<file path="src/inc/timer_pkg.sv">
package timer_pkg;

    localparam int COUNT_WIDTH = 16;
    localparam int PRESC_WIDTH = 10;
    localparam int SYNC_BITS   = 3;

    // Bit positions inside the synchronised pin vector.
    localparam int PIN_CLK = 0;
    localparam int PIN_RST = 1;
    localparam int PIN_CAP = 2;

    // The reset pin idles high, so its synchroniser starts high.
    localparam logic [SYNC_BITS-1:0] SYNC_RESET_VALUE = 3'h2;

    localparam logic [COUNT_WIDTH-1:0] COUNT_ZERO = 16'h0000;
    localparam logic [COUNT_WIDTH-1:0] COUNT_ONE  = 16'h0001;

    // Prescaler division as a power of two, one entry per select code 0 to 4; codes 5 to 7 divide by one.
    localparam logic [3:0] PRESC_LOG_1    = 4'h0;
    localparam logic [3:0] PRESC_LOG_8    = 4'h3;
    localparam logic [3:0] PRESC_LOG_64   = 4'h6;
    localparam logic [3:0] PRESC_LOG_256  = 4'h8;
    localparam logic [3:0] PRESC_LOG_1024 = 4'hA;

    typedef enum logic [3:0]
    {
        MODE_WATCHDOG = 4'h1,
        MODE_CLEAR_ON_MATCH = 4'h2,
        MODE_FAST_PWM = 4'h4,
        MODE_PHASE_FREQ_PWM = 4'h8
    } mode_type;

    typedef enum logic [1:0]
    {
        SRC_STOPPED = 2'h0,
        SRC_SYSTEM = 2'h1,
        SRC_PIN = 2'h2
    } clk_src_type;

    typedef struct packed
    {
        logic capture;
        logic compare;
        logic overflow;
    } irq_type;

    typedef struct packed
    {
        mode_type                mode;
        clk_src_type             clk_src;
        logic [2:0]              presc_sel;
        logic [COUNT_WIDTH-1:0]  top;
        logic [COUNT_WIDTH-1:0]  compare;
        logic                    capture_en;
        irq_type                 irq_enable;
        logic                    wake_enable;
    } cfg_type;

    function automatic logic [PRESC_WIDTH-1:0] presc_mask
    (
        input logic [2:0] sel
    );
        logic [3:0] lg;
        lg = PRESC_LOG_1;
        case (sel)
            3'h1:    lg = PRESC_LOG_8;
            3'h2:    lg = PRESC_LOG_64;
            3'h3:    lg = PRESC_LOG_256;
            3'h4:    lg = PRESC_LOG_1024;
            default: lg = PRESC_LOG_1;
        endcase
        presc_mask = PRESC_WIDTH'((11'h001 << lg) - 11'h001);
    endfunction

endpackage

</file>
<file path="src/logic/hard_timer_counter_pwm.sv">
`timescale 1ns/1ps

// What this block does
// - Sixteen-bit counter counting up or down with compare and PWM output.
// - Four modes: watchdog, clear on match, fast PWM, phase-frequency PWM.
// - Count clock chosen from system clock or pin, then prescaled.
// - Overflow, compare and capture events merge onto one interrupt output.
// - A separate wake-up pulse goes to the standby controller.
// - Bus attached: masked flags drive interrupt; else it shows overflow.
// - Capture pin rising edge stores the count in non-PWM modes, only while bus attached.
// - Counter reloads itself at every period end.
// - PWM period and duty change only at period ends or on the direct reset pin, never glitching.
// - Compare wave output is driven by mode and compare logic.
// - Control and status reach fabric logic through the configuration port.
// - Block runs stand-alone from preset configuration and a reset pin.
// - Direct active-low reset pin stays enabled by a preset setting.
module hard_timer_counter_pwm
    import timer_pkg::*;
#(
    parameter bit DIRECT_RESET_ENABLE = 1'b1
)
(
    input  wire logic                   CLK,
    input  wire logic                   RST,
    input  cfg_type                     CFG,
    input  wire logic                   BUS_MODE,
    input  irq_type                     IRQ_CLEAR,
    input  wire logic                   WATCHDOG_KICK,
    input  wire logic                   COUNT_CLOCK_IN,
    input  wire logic                   DIRECT_RESET_N,
    input  wire logic                   CAPTURE_TRIGGER_IN,
    output logic                        COUNTER_IRQ_OUT,
    output logic                        WAKE_OUT,
    output logic                        COMPARE_WAVE_OUT,
    output logic [COUNT_WIDTH-1:0]      COUNT_VALUE,
    output logic [COUNT_WIDTH-1:0]      CAPTURE_HOLDING_REG,
    output irq_type                     IRQ_STATUS
);

    logic [SYNC_BITS-1:0]   sync1_ff;
    logic [SYNC_BITS-1:0]   sync2_ff;
    logic [SYNC_BITS-1:0]   sync3_ff;
    logic [SYNC_BITS-1:0]   level_ff;
    logic [SYNC_BITS-1:0]   prev_ff;
    logic [SYNC_BITS-1:0]   nxt_level;
    logic [COUNT_WIDTH-1:0] count_ff;
    logic [COUNT_WIDTH-1:0] nxt_count;
    logic [COUNT_WIDTH-1:0] top_ff;
    logic [COUNT_WIDTH-1:0] cmp_ff;
    logic [COUNT_WIDTH-1:0] capture_ff;
    logic                   down_ff;
    logic                   nxt_down;
    logic                   wave_ff;
    logic                   nxt_wave;
    logic                   irq_ff;
    logic                   wake_ff;
    irq_type                flags_ff;
    irq_type                nxt_flags;
    irq_type                events;
    irq_type                clear_mask;
    logic                   tick;
    logic                   reload;

    // A pin change counts once the second and third stages agree.
    assign nxt_level = (sync2_ff & ~(sync2_ff ^ sync3_ff))
                     | (level_ff & (sync2_ff ^ sync3_ff));

    wire [SYNC_BITS-1:0] pin_rise = level_ff & ~prev_ff;

    wire pin_reset  = DIRECT_RESET_ENABLE && !level_ff[PIN_RST];
    wire is_wdog    = CFG.mode == MODE_WATCHDOG;
    wire is_ctc     = CFG.mode == MODE_CLEAR_ON_MATCH;
    wire is_fast    = CFG.mode == MODE_FAST_PWM;
    wire is_pfc     = CFG.mode == MODE_PHASE_FREQ_PWM;
    wire is_pwm     = is_fast | is_pfc;

    wire src_pulse  = (CFG.clk_src == SRC_SYSTEM)
                    | ((CFG.clk_src == SRC_PIN) & pin_rise[PIN_CLK]);

    count_prescaler u_prescaler
    (
        .clk       (CLK),
        .rst       (RST),
        .src_pulse (src_pulse),
        .presc_sel (CFG.presc_sel),
        .tick      (tick)
    );

    // In clear-on-match mode the compare value itself ends the period.
    wire [COUNT_WIDTH-1:0] top_eff = is_ctc ? cmp_ff : top_ff;
    wire at_top    = count_ff == top_eff;
    wire at_bottom = count_ff == COUNT_ZERO;
    wire kick      = is_wdog & WATCHDOG_KICK;

    // Period end: the top for up-only modes, the bottom for the
    // dual-slope mode so both halves of a PWM cycle use one setting.
    wire period_end = tick & (is_pfc ? (down_ff & at_bottom) : at_top);

    assign reload = pin_reset | period_end;

    // Counter walk for each mode.
    always_comb
    begin
        nxt_count = count_ff;
        nxt_down  = down_ff;
        if (pin_reset || kick)
        begin
            nxt_count = COUNT_ZERO;
            nxt_down  = 1'b0;
        end
        else if (tick)
        begin
            case (CFG.mode)
                MODE_PHASE_FREQ_PWM:
                begin
                    if (!down_ff && at_top)
                    begin
                        nxt_down  = 1'b1;
                        nxt_count = at_bottom ? count_ff : count_ff - COUNT_ONE;
                    end
                    else if (down_ff && at_bottom)
                    begin
                        nxt_down  = 1'b0;
                        nxt_count = (CFG.top == COUNT_ZERO) ? COUNT_ZERO
                                                            : COUNT_ONE;
                    end
                    else
                        nxt_count = down_ff ? count_ff - COUNT_ONE
                                            : count_ff + COUNT_ONE;
                end
                MODE_WATCHDOG, MODE_CLEAR_ON_MATCH, MODE_FAST_PWM:
                begin
                    nxt_down  = 1'b0;
                    nxt_count = at_top ? COUNT_ZERO
                                       : count_ff + COUNT_ONE;
                end
                default:
                begin
                    nxt_down  = 1'b0;
                    nxt_count = count_ff;
                end
            endcase
        end
    end

    // Event sources and their sticky flags.
    assign events.overflow = period_end;
    assign events.compare  = tick & (count_ff == cmp_ff);
    assign events.capture  = BUS_MODE & CFG.capture_en & ~is_pwm
                           & pin_rise[PIN_CAP];

    // Only a bus master can clear flags; alone, the reset pin does.
    assign clear_mask = BUS_MODE ? IRQ_CLEAR : 3'h0;
    // A new event beats a clear that lands in the same cycle.
    assign nxt_flags  = pin_reset ? 3'h0
                      : ((flags_ff & ~clear_mask) | events);

    // Output wave per mode.
    always_comb
    begin
        nxt_wave = wave_ff;
        case (CFG.mode)
            MODE_FAST_PWM, MODE_PHASE_FREQ_PWM:
                nxt_wave = count_ff < cmp_ff;
            MODE_CLEAR_ON_MATCH:
                nxt_wave = events.compare ? ~wave_ff : wave_ff;
            MODE_WATCHDOG:
                nxt_wave = kick ? 1'b0 : (wave_ff | period_end);
            default:
                nxt_wave = 1'b0;
        endcase
        if (pin_reset)
            nxt_wave = 1'b0;
    end

    always_ff @(posedge CLK)
    begin
        if (RST)
        begin
            sync1_ff <= SYNC_RESET_VALUE;
            sync2_ff <= SYNC_RESET_VALUE;
            sync3_ff <= SYNC_RESET_VALUE;
            level_ff <= SYNC_RESET_VALUE;
            prev_ff  <= SYNC_RESET_VALUE;
        end
        else
        begin
            sync1_ff <= {CAPTURE_TRIGGER_IN, DIRECT_RESET_N, COUNT_CLOCK_IN};
            sync2_ff <= sync1_ff;
            sync3_ff <= sync2_ff;
            level_ff <= nxt_level;
            prev_ff  <= level_ff;
        end
    end

    always_ff @(posedge CLK)
    begin
        if (RST)
        begin
            count_ff <= COUNT_ZERO;
            down_ff  <= 1'b0;
            top_ff   <= COUNT_ZERO;
            cmp_ff   <= COUNT_ZERO;
            wave_ff  <= 1'b0;
        end
        else
        begin
            count_ff <= nxt_count;
            down_ff  <= nxt_down;
            wave_ff  <= nxt_wave;
            if (reload)
            begin
                top_ff <= CFG.top;
                cmp_ff <= CFG.compare;
            end
        end
    end

    always_ff @(posedge CLK)
    begin
        if (RST)
        begin
            capture_ff <= COUNT_ZERO;
            flags_ff   <= 3'h0;
            irq_ff     <= 1'b0;
            wake_ff    <= 1'b0;
        end
        else
        begin
            if (events.capture)
                capture_ff <= count_ff;
            flags_ff <= nxt_flags;
            irq_ff   <= BUS_MODE ? |(flags_ff & CFG.irq_enable)
                                 : flags_ff.overflow;
            wake_ff  <= CFG.wake_enable & |events;
        end
    end

    assign COUNTER_IRQ_OUT     = irq_ff;
    assign WAKE_OUT            = wake_ff;
    assign COMPARE_WAVE_OUT    = wave_ff;
    assign COUNT_VALUE         = count_ff;
    assign CAPTURE_HOLDING_REG = capture_ff;
    assign IRQ_STATUS          = flags_ff;
endmodule // hard_timer_counter_pwm

</file>
<file path="src/logic/count_prescaler.sv">
`timescale 1ns/1ps

module count_prescaler
    import timer_pkg::*;
(
    input  wire logic       clk,
    input  wire logic       rst,
    input  wire logic       src_pulse,
    input  wire logic [2:0] presc_sel,
    output logic            tick
);

    logic [PRESC_WIDTH-1:0] div_ff;
    logic [PRESC_WIDTH-1:0] nxt_div;
    wire  [PRESC_WIDTH-1:0] mask = presc_mask(presc_sel);
    wire                    wrap = (div_ff & mask) == mask;

    // Only the bits under the mask matter, so a new select takes
    // effect within one short period instead of a full 1024 wait.
    assign tick    = src_pulse & wrap;
    assign nxt_div = tick ? '0 : (src_pulse ? div_ff + 1'b1 : div_ff);

    always_ff @(posedge clk)
    begin
        if (rst)
            div_ff <= '0;
        else
            div_ff <= nxt_div;
    end
endmodule // count_prescaler

</file>
<file path="config.mk">
export PLATFORM = sky130hd
export DESIGN_NAME = hard_timer_counter_pwm
export DESIGN_NICKNAME = d
export VERILOG_FILES = /design/src/inc/timer_pkg.sv /design/src/logic/hard_timer_counter_pwm.sv /design/src/logic/count_prescaler.sv
export SDC_FILE = /design/constraint.sdc
export NUM_CORES = 1
export LEC_CHECK = 0
export ABC_AREA = 1
export ABC_CLOCK_PERIOD_IN_PS = 5050
export BUFFER_PORTS_ARGS = -buffer_cell sky130_fd_sc_hd__buf_2
export CELL_PAD_IN_SITES_DETAIL_PLACEMENT = 0
export CELL_PAD_IN_SITES_GLOBAL_PLACEMENT = 1
export CORE_ASPECT_RATIO = 1.5
export CORE_MARGIN = 2
export CORE_UTILIZATION = 35
export DETAILED_ROUTE_END_ITERATION = 12
export HOLD_SLACK_MARGIN = 0.1
export PLACE_DENSITY = 0.77
export SYNTH_ARGS = -nofsm -noshare
export SYNTH_HDL_FRONTEND = slang
export SYNTH_SLANG_ARGS = --single-unit
</file>
<file path="constraint.sdc">
create_clock -name CLK -period 5.05 [get_ports CLK]
set_input_delay 0.505 -clock CLK [delete_from_list [all_inputs] [get_ports CLK]]
set_output_delay 0.505 -clock CLK [all_outputs]
set_load 0.02 [all_outputs]
</file>
---- Word level (Yosys, flattened, before mapping) ----
Index checks and enable logic that the tools add are counted.
W data, S select, Z words.
word-level totals
  bits of input ports ..................... 56
  memory bits (writable) .................. 0
  bits in read-only memories .............. 0
  bits in registers ....................... 96
  bits in latches ......................... 0
  memories kept ........................... 0
  output and inout port bits .............. 38
cells by class
  multiplexer cells ....................... 18
  equal/unequal tests ..................... 16
  $mul .................................... 0
  divide/modulo/power cells ............... 0
  magnitude comparators ................... 1
  bitwise logic cells ..................... 29
  shift-type cells ........................ 1
  reduce and logical (&&, ||, !) cells .... 17
  $add $sub $neg .......................... 4
operators by type and width
  kind                     count
  $mux W16                 6
  $eq A16 B16 Y1           2
  $logic_not A16 Y1        2
  $pmux W16 S2             1
  $add A16 B1 Y16 const B  1
  $lt A16 B16 Y1           1
  $pmux W4 S4              1
  $sub A16 B1 Y16 const B  1
  $and A3 B3 Y3            5
  $add A10 B1 Y10 const B  1
  $and A1 B1 Y1            10
  $and A10 B10 Y10         1
  $eq A10 B10 Y1           1
  $shl A1 B4 Y10 const A   1
  $sub A10 B1 Y10 const B  1
  $not A3 Y3               3
  $reduce_or A3 Y1         3
  $mux W1                  8
  $reduce_or A2 Y1         4
  $eq A3 B2 Y1 const B     2
  $or A3 B3 Y3             2
  $eq A4 B1 Y1 const B     1
  $eq A4 B2 Y1 const B     1
  $eq A4 B3 Y1 const B     1
  19 further kinds         26

---- Longest topological paths before layout ----
Gate-level depths: netlist of the first run.
  depth in word-level cells ............... 11
  mapped depth ............................ 20
  mapped depth without buffers ............ 18

---- By module ----
A second synthesis of the first run with hierarchy kept.
unflattened totals
  cell total of the unflattened synthesis .. 886
  area total of the unflattened synthesis .. 5771.8 um^2
by module, submodules not included
  module                  area an instance (um^2)  seq. area each (um^2)  cells each  instances
  hard_timer_counter_pwm  5146.2                   1701.6                 791         1
  count_prescaler         625.6                    200.2                  95          1

---- Worst setup path after synthesis of the first run ----
OpenSTA, ideal clock, no wires.
  path type ............................... input-to-reg
  start ................................... input port CFG[39] in the netlist's numbering
  end ..................................... register cmp_ff[10]
  buffers on the path ..................... 1
  stages on the path ...................... 18
  setup slack ............................. 2612 ps
  data required time ...................... 4931 ps
  setup time .............................. 119 ps
  data arrival time ....................... 2318 ps
  cell sequence ........................... inv_1 -> nand2_1 -> nor2_1 -> nor2_1 -> nand3b_1 -> ha_1 -> nor2_1 -> a21oi_1 -> nand3_1 -> nor2_1 -> nand3_1 -> a21oi_1 -> nand2_1 -> nand2_1 -> inv_2 -> clkbuf_2 -> o21ai_0 -> a21oi_1
between the ends
  longest elaborated chain between the ends .. 9
  elaborated cells on any way between the ends .. 12
  classes of those cells .................. add/sub: 1; eq/ne: 5; shift: 1; mux: 1; bitwise: 4
ends and longest elaborated chain
  item                                  line                           text
  from (decl)                           hard_timer_counter_pwm.sv:25   input cfg_type CFG,
  $eq A3 B3 Y1 (tied with other cells)  timer_pkg.sv:65                case (sel)
  $pmux W4 S4 *                         timer_pkg.sv:65
  $shl A1 B4 Y10 *                      timer_pkg.sv:72                presc_mask = PRESC_WIDTH'((11'h001 << lg) - 11'h001);
  $sub A10 B1 Y10 *                     timer_pkg.sv:72
  $and A10 B10 Y10                      count_prescaler.sv:16          wire wrap = (div_ff & mask) == mask;
  $eq A10 B10 Y1 *                      count_prescaler.sv:16
  $and A1 B1 Y1 *                       count_prescaler.sv:20          assign tick = src_pulse & wrap;
  $and A1 B1 Y1 *                       hard_timer_counter_pwm.sv:97   wire period_end = tick & (is_pfc ? (down_ff & at_bottom) : at_top);
  $or A1 B1 Y1 *                        hard_timer_counter_pwm.sv:99   assign reload = pin_reset | period_end;
  to (signal assigned)                  hard_timer_counter_pwm.sv:214  cmp_ff <= CFG.compare;
  to (decl)                             hard_timer_counter_pwm.sv:49   logic [COUNT_WIDTH-1:0] cmp_ff;
Mark *: on every way between the ends. The rest lies on a longest branch, timed or not.
A chain may end at the register's enable or synchronous reset.

---- Worst setup path after layout of the first run ----
  start ................................... register count_ff[0], in the netlist COUNT_VALUE[0]
  end ..................................... register top_ff[6]
between the ends
  longest elaborated chain between the ends .. 5
  elaborated cells on any way between the ends .. 6
  classes of those cells .................. eq/ne: 1; mux: 1; bitwise: 3; reduce/logical: 1
ends and longest elaborated chain
  item                    line                           text
  from (decl)             hard_timer_counter_pwm.sv:46   logic [COUNT_WIDTH-1:0] count_ff;
  from (signal assigned)  hard_timer_counter_pwm.sv:208  count_ff <= nxt_count;
  $logic_not A16 Y1       hard_timer_counter_pwm.sv:92   wire at_bottom = count_ff == COUNT_ZERO;
  $and A1 B1 Y1           hard_timer_counter_pwm.sv:97
  $mux W1 *               hard_timer_counter_pwm.sv:97
  $and A1 B1 Y1 *         hard_timer_counter_pwm.sv:97
  $or A1 B1 Y1 *          hard_timer_counter_pwm.sv:99
  to (signal assigned)    hard_timer_counter_pwm.sv:213  top_ff <= CFG.top;
  to (decl)               hard_timer_counter_pwm.sv:48   logic [COUNT_WIDTH-1:0] top_ff;
Marks and branches as above.

==> results of run 1 <==
## state kept, by name, summed over array words and instances (netlist names), 2 cells and up, named ones only
signal	cells
CAPTURE_HOLDING_REG	16
COUNT_VALUE	16
cmp_ff	16
top_ff	16
u_prescaler.div_ff	10
IRQ_STATUS	3
sync1_ff	3
sync2_ff	3
sync3_ff	3
prev_ff	2
## power groups by stage
stage	sequential (mW)	combinational (mW)	clock, mW
floorplan	0.786	0.187	0
global placement	0.788	0.265	0
detailed placement	0.787	0.266	0
CTS	0.770	0.268	0.682
global route	0.771	0.303	0.707
finish	0.770	0.269	0.660
## Yosys cell counts (all sizes together) (2+ instances only)
cell type	n
nand3	76
nand3b	2
nand2	196
nand4	22
nor3	12
o21ai	71
a31oi	2
a21oi	71
or2	6
xor2	24
nor2	110
nor4	6
xnor2	2
clkinv	2
nor3b	3
inv	102
ha	20
a22oi	2
dfxtp	95
buf	23
clkbuf	19
o21a	2
## logic make-up after synthesis
| family | Yosys count | synth area share [%] |
|---|---|---|
| other | 1 | 0.0660 |
| AND/OR/NAND/NOR | 434 | 33.3 |
| adder cells (fa/ha/maj) | 20 | 4.40 |
| multiplexers | 1 | 0.176 |
| buffers and inverters | 146 | 10.5 |
| flip-flops | 95 | 33.5 |
| XOR/XNOR | 26 | 4.01 |
| AO/OA/AOI/OAI | 154 | 14.1 |
## layer usage
layer / vias to the layer above / track usage, % / part of all wire, %
met5: - / 0 / 0
met4: 0 / 10.2 / 3.9
met3: 42 / 3.10 / 4.4
met2: 162 / 37.1 / 52
met1: 2633 / 24.4 / 40
li1: 2986 / - / -
## cell type report
class | instances | share of cell area (%)
clock inverter | 6 | 0.842
sequential | 95 | 29.1
inverter | 104 | 5.97
clock buffer | 10 | 3.50
tap | 206 | 3.94
multi-input combinational | 636 | 48.7
timing repair buffer | 100 | 7.93
## through the flow
step	hold slack, ps	instances	instance area, um2	util [%]
3_3_place_gp	391	1141	6250	39.0
3_5_place_dp	393	1141	6250	39.0
6_report	338	1157	6540	40.7
4_1_cts	330	1157	6540	40.7
2_1_floorplan	388	877	5680	-
5_1_grt	336	1157	6540	40.7
## worst max-delay path, stage by stage (launching register included)
cell     delay [ps]
dfxtp_1         490
inv_1           210
ha_1            290
nand3_1         170
nor2_1           90
nand2_1          80
nor2_1           40
nand2_1         140
a21oi_1         100
nand2_1         170
nand2_1         160
inv_2           650
o21ai_0         210
a21oi_1         140
## worst max-delay path by stage
stage | slack, ps | endpoint | cells after the start
2_1_floorplan | 2610 | cmp_ff[10] | 18
3_3_place_gp | 1820 | COUNT_VALUE[1] | 18
3_5_place_dp | 1780 | top_ff[6] | 18
4_1_cts | 1980 | top_ff[6] | 13
5_1_grt | 1730 | top_ff[7] | 18
6_report | 2020 | top_ff[6] | 13
==> out/qor.txt, run 1 <==
Psw: 509 uW
Cell Pwr Density: 260 nW/um2
Initial Util: 35.4%
# resized after CTS: 0
Sink Count: 95
post-synthesis async set-or-reset flop share: 0%
Max VDD drop: 0.142 mV
number of global-route vias before repair: 5439
Max-slew headroom: 44.0%
CTS root buf: clkbuf_16
Core ar.: 16000 um2
Crit Path Category: register to register
gr ovfl total: 0
sequential fraction of the synthesis area: 33.5%
first-pass GRT wire length: 28.3 mm
r2r endpoint: top_ff[6]
H-tree levels: 3
ys flop type: dfxtp_1
detailed placement HPWL: 13.5 mm
worst hold-check path type: primary input to register
register area: 1900 um2
ANT cells: 0
area grow syn2layout: 15.0%
status: finished, final reports clean
Nets: 1022
Clock Skews: 9.84 ps
Worst Setup SP: COUNT_VALUE[0]
Port Buf Inserts: 93
internal power: 1.19 mW
synthesized instance count: 877
CTS tree: done
Leak: 3.13 nW
initial antenna violation count: 0
CTS Buffer Depth: 2
minimum clock period after layout: 3030 ps
synth warn: 0
Sw Ratio: 29.9%
Die Area: 17300 um2
# setup viols final: 0
multi-input combinational cell area: 3180 um2
depth of the most critical reg-to-reg path: 13
Die W: 108 um
RSZ-0062 raised after global routing: no
crit path DAT: 3300 ps
Synth area leader: dfxtp_1
Final Max Slew Viols: 0
boundary pin count: 94
Yosys cell types: 41
synthesized cell area: 5680 um2
number of post-CTS setup repair buffers: 0
DRT Wirelength: 17.9 mm
Tot GR Track Use: 21.0%
hold path endpoint: sync1_ff[1]
Worst-Margin Slew: 839 ps
most frequent cells in the layout: 194 x nand2_1, 107 x nor2_1, 101 x inv_1, 95 x dfxtp_1, 93 x buf_2
clock share of power: 38.8%
#FFs+latches synth: 95
clock latency on the worst-skew pair: 350 ps
part of the power in combinational logic: 15.8%
DR WL/cell: 15.4 um
r2r setup slk: 2020 ps
drt first pass iters: 7
layout cells sized above 1: 13.6%
DRT iter0 DRCs: 417
Hold Path Depth: 2
antenna viol nets, final: 0
largest net degree at the start of global routing: 60
Vias: 5823
DRC viols: 0
fmax: 330 MHz
largest cells by area after synthesis: dfxtp_1 33%, nand2_1 13%, nor2_1 7.1%, inv_1 6.7%, nand3_1 6.5%
Placement Setup Slack: 1780 ps
FF-to-FF Start: COUNT_VALUE[0]
register share of total power: 45.3%
total CTS buffers: 9
Avg Vias per Cell: 5.03
Avg Synthesized Cell Area: 6.48 um2
most common cell after layout, fill and taps aside: nand2_1
Final Wtd Congestion: 0.899
# rows: 57
Power Total: 1.70 mW
Hold Buf Count CTS: 0
startpoint class of the critical path: register
setup TNS: 0 ps
worst-path maximum fanout: 59
period utilisation layout: 60.1%
data required time of the worst path: 5320 ps
maxcap violations: 0
EDFF count, synth: 0
PnR worst setup slack: 2020 ps
Die Y: 160 um
clock slew at reported path FFs: 70 ps
Fillers: 1774
CP endpoint kind: register
top-area cell type share of the netlist area: 33.5%
final hold vios: 0
Hold Crit Start: DIRECT_RESET_N
syn_nets: 953
Power figures use the tool's default switching activity.
==> inputs of run 2 (changes only) <==
--- a/config.mk
+++ b/config.mk
@@ -6,7 +6,7 @@
 export NUM_CORES = 1
 export LEC_CHECK = 0
 export ABC_AREA = 1
-export ABC_CLOCK_PERIOD_IN_PS = 5050
+export ABC_CLOCK_PERIOD_IN_PS = 2550
 export BUFFER_PORTS_ARGS = -buffer_cell sky130_fd_sc_hd__buf_2
 export CELL_PAD_IN_SITES_DETAIL_PLACEMENT = 0
 export CELL_PAD_IN_SITES_GLOBAL_PLACEMENT = 1
@@ -15,7 +15,7 @@
 export CORE_UTILIZATION = 35
 export DETAILED_ROUTE_END_ITERATION = 12
 export HOLD_SLACK_MARGIN = 0.1
-export PLACE_DENSITY = 0.77
+export PLACE_DENSITY = 0.8
 export SYNTH_ARGS = -nofsm -noshare
 export SYNTH_HDL_FRONTEND = slang
 export SYNTH_SLANG_ARGS = --single-unit
==> constraint.sdc (replaced) <==
create_clock -name CLK -period 2.55 [get_ports CLK]
set_input_delay 0.255 -clock CLK [delete_from_list [all_inputs] [get_ports CLK]]
set_output_delay 0.255 -clock CLK [all_outputs]
set_load 0.02 [all_outputs]
==> out/qor.txt, run 2 (same netlist as run 1, synthesis figures left out) <==
status: finished, final reports clean
initial antenna violation count: 0
CP endpoint kind: register
maxcap violations: 0
data required time of the worst path: 2780 ps
Nets: 1061
Port Buf Inserts: 93
total CTS buffers: 9
Tot GR Track Use: 21.0%
Crit Path Category: register to register
first-pass GRT wire length: 28.4 mm
number of global-route vias before repair: 5636
DRT Wirelength: 18.0 mm
period utilisation layout: 90.6%
Leak: 3.39 nW
Die W: 108 um
H-tree levels: 3
# setup viols final: 0
gr ovfl total: 0
antenna viol nets, final: 0
Initial Util: 35.4%
Avg Vias per Cell: 5.01
boundary pin count: 94
clock slew at reported path FFs: 70 ps
Worst-Margin Slew: 675 ps
fmax: 433 MHz
drt first pass iters: 4
Cell Pwr Density: 521 nW/um2
Sink Count: 95
final hold vios: 0
DRC viols: 0
most frequent cells in the layout: 194 x nand2_1, 106 x nor2_1, 100 x inv_1, 95 x dfxtp_1, 93 x buf_2
worst-path maximum fanout: 15
Power Total: 3.64 mW
Clock Skews: 7.61 ps
Final Max Slew Viols: 0
detailed placement HPWL: 14.1 mm
CTS tree: done
Core ar.: 16000 um2
CTS root buf: clkbuf_16
RSZ-0062 raised after global routing: no
clock latency on the worst-skew pair: 350 ps
Die Area: 17300 um2
Final Wtd Congestion: 0.937
Vias: 5995
setup TNS: 0 ps
largest net degree at the start of global routing: 52
# rows: 57
Max-slew headroom: 54.9%
minimum clock period after layout: 2310 ps
layout cells sized above 1: 17.2%
CTS Buffer Depth: 2
worst hold-check path type: primary input to register
startpoint class of the critical path: register
Fillers: 1730
DRT iter0 DRCs: 319
crit path DAT: 2540 ps
ANT cells: 0
DR WL/cell: 15.1 um
area grow syn2layout: 22.9%
most common cell after layout, fill and taps aside: nand2_1
Max VDD drop: 0.387 mV
Die Y: 160 um
## run 2: cell types whose count changed in the layout (fill, tap and decap cells not counted), moves of 2 or more
| cell | previous run | this run |
|---|---|---|
| buf_12 | 0 | 7 |
| buf_4 | 7 | 36 |
| bufinv_16 | 0 | 2 |
| dlygate4sd3_1 | 0 | 3 |
| inv_8 | 0 | 2 |
## run 2: where the power goes
part | switching (mW) | total (mW) | internal [mW]
Clock | 0.645 | 1.53 | 0.881
Sequential | 0.0142 | 1.52 | 1.51
Combinational | 0.374 | 0.592 | 0.218
Total | 1.03 | 3.64 | 2.60
## run 2: through the flow
stage / utilization [%] / hold WS [ps] / worst slack (ps) / cells / cell area [um2]
4_1_cts: 43.4 / 135 / 158 / 1196 / 6970
3_3_place_gp: 41.2 / 390 / 61.4 / 1177 / 6610
5_1_grt: 43.5 / 145 / 20.2 / 1196 / 6980
3_5_place_dp: 41.2 / 395 / 2.49 / 1177 / 6610
2_1_floorplan: - / 359 / 348 / 877 / 5680
6_report: 43.5 / 146 / 239 / 1196 / 6980
## run 2: layout make-up
class                           count  area [um2]  share of cell area (%)
Clock buffer                        9         225                    3.22
Clock inverter                      7         108                    1.54
Inverter                          104         390                    5.59
Multi-Input combinational cell    636        3200                    45.8
Sequential cell                    95        1900                    27.2
Tap cell                          206         258                    3.69
Timing Repair Buffer              139         906                    13.0
## run 2: worst max-delay path, stage by stage, from the launching register on
cell and delay, ps:
dfxtp_1 360, inv_1 120, ha_1 230, nand3_1 170, nor2_2 160, nand2_1 90, nor2_1 90, nand2_1 120
a21oi_1 200, nand2_1 100, nand2_1 100, inv_2 60, buf_4 170, o21ai_0 160, a21oi_1 50
## run 2: layer usage
layer,global-route usage [%],up-vias,part of all wire (%)
met5,0,-,0
met4,13.4,0,6.6
met3,2.90,52,5.0
met2,37.1,189,50
met1,23.2,2690,38
li1,-,3064,-
## run 2: timing repair
action                                 4_1_cts  5_1_grt
setup buffers                                0        0
endpoints found under the hold margin        3        0
resized for setup                            0        4
setup endpoints to repair                    0       18
hold buffers                                 3        0
## run 2: path summary, 6_finish.rpt
check / cells after the start / startpoint / slack [ps] / to
worst min register to register: 2 / sync1_ff[2] / 410 / sync2_ff[2]
worst max register to register: 14 / COUNT_VALUE[0] / 240 / top_ff[2]
worst min-delay path: 3 / CFG[0] / 150 / WAKE_OUT
worst max-delay path: 14 / COUNT_VALUE[0] / 240 / top_ff[2]
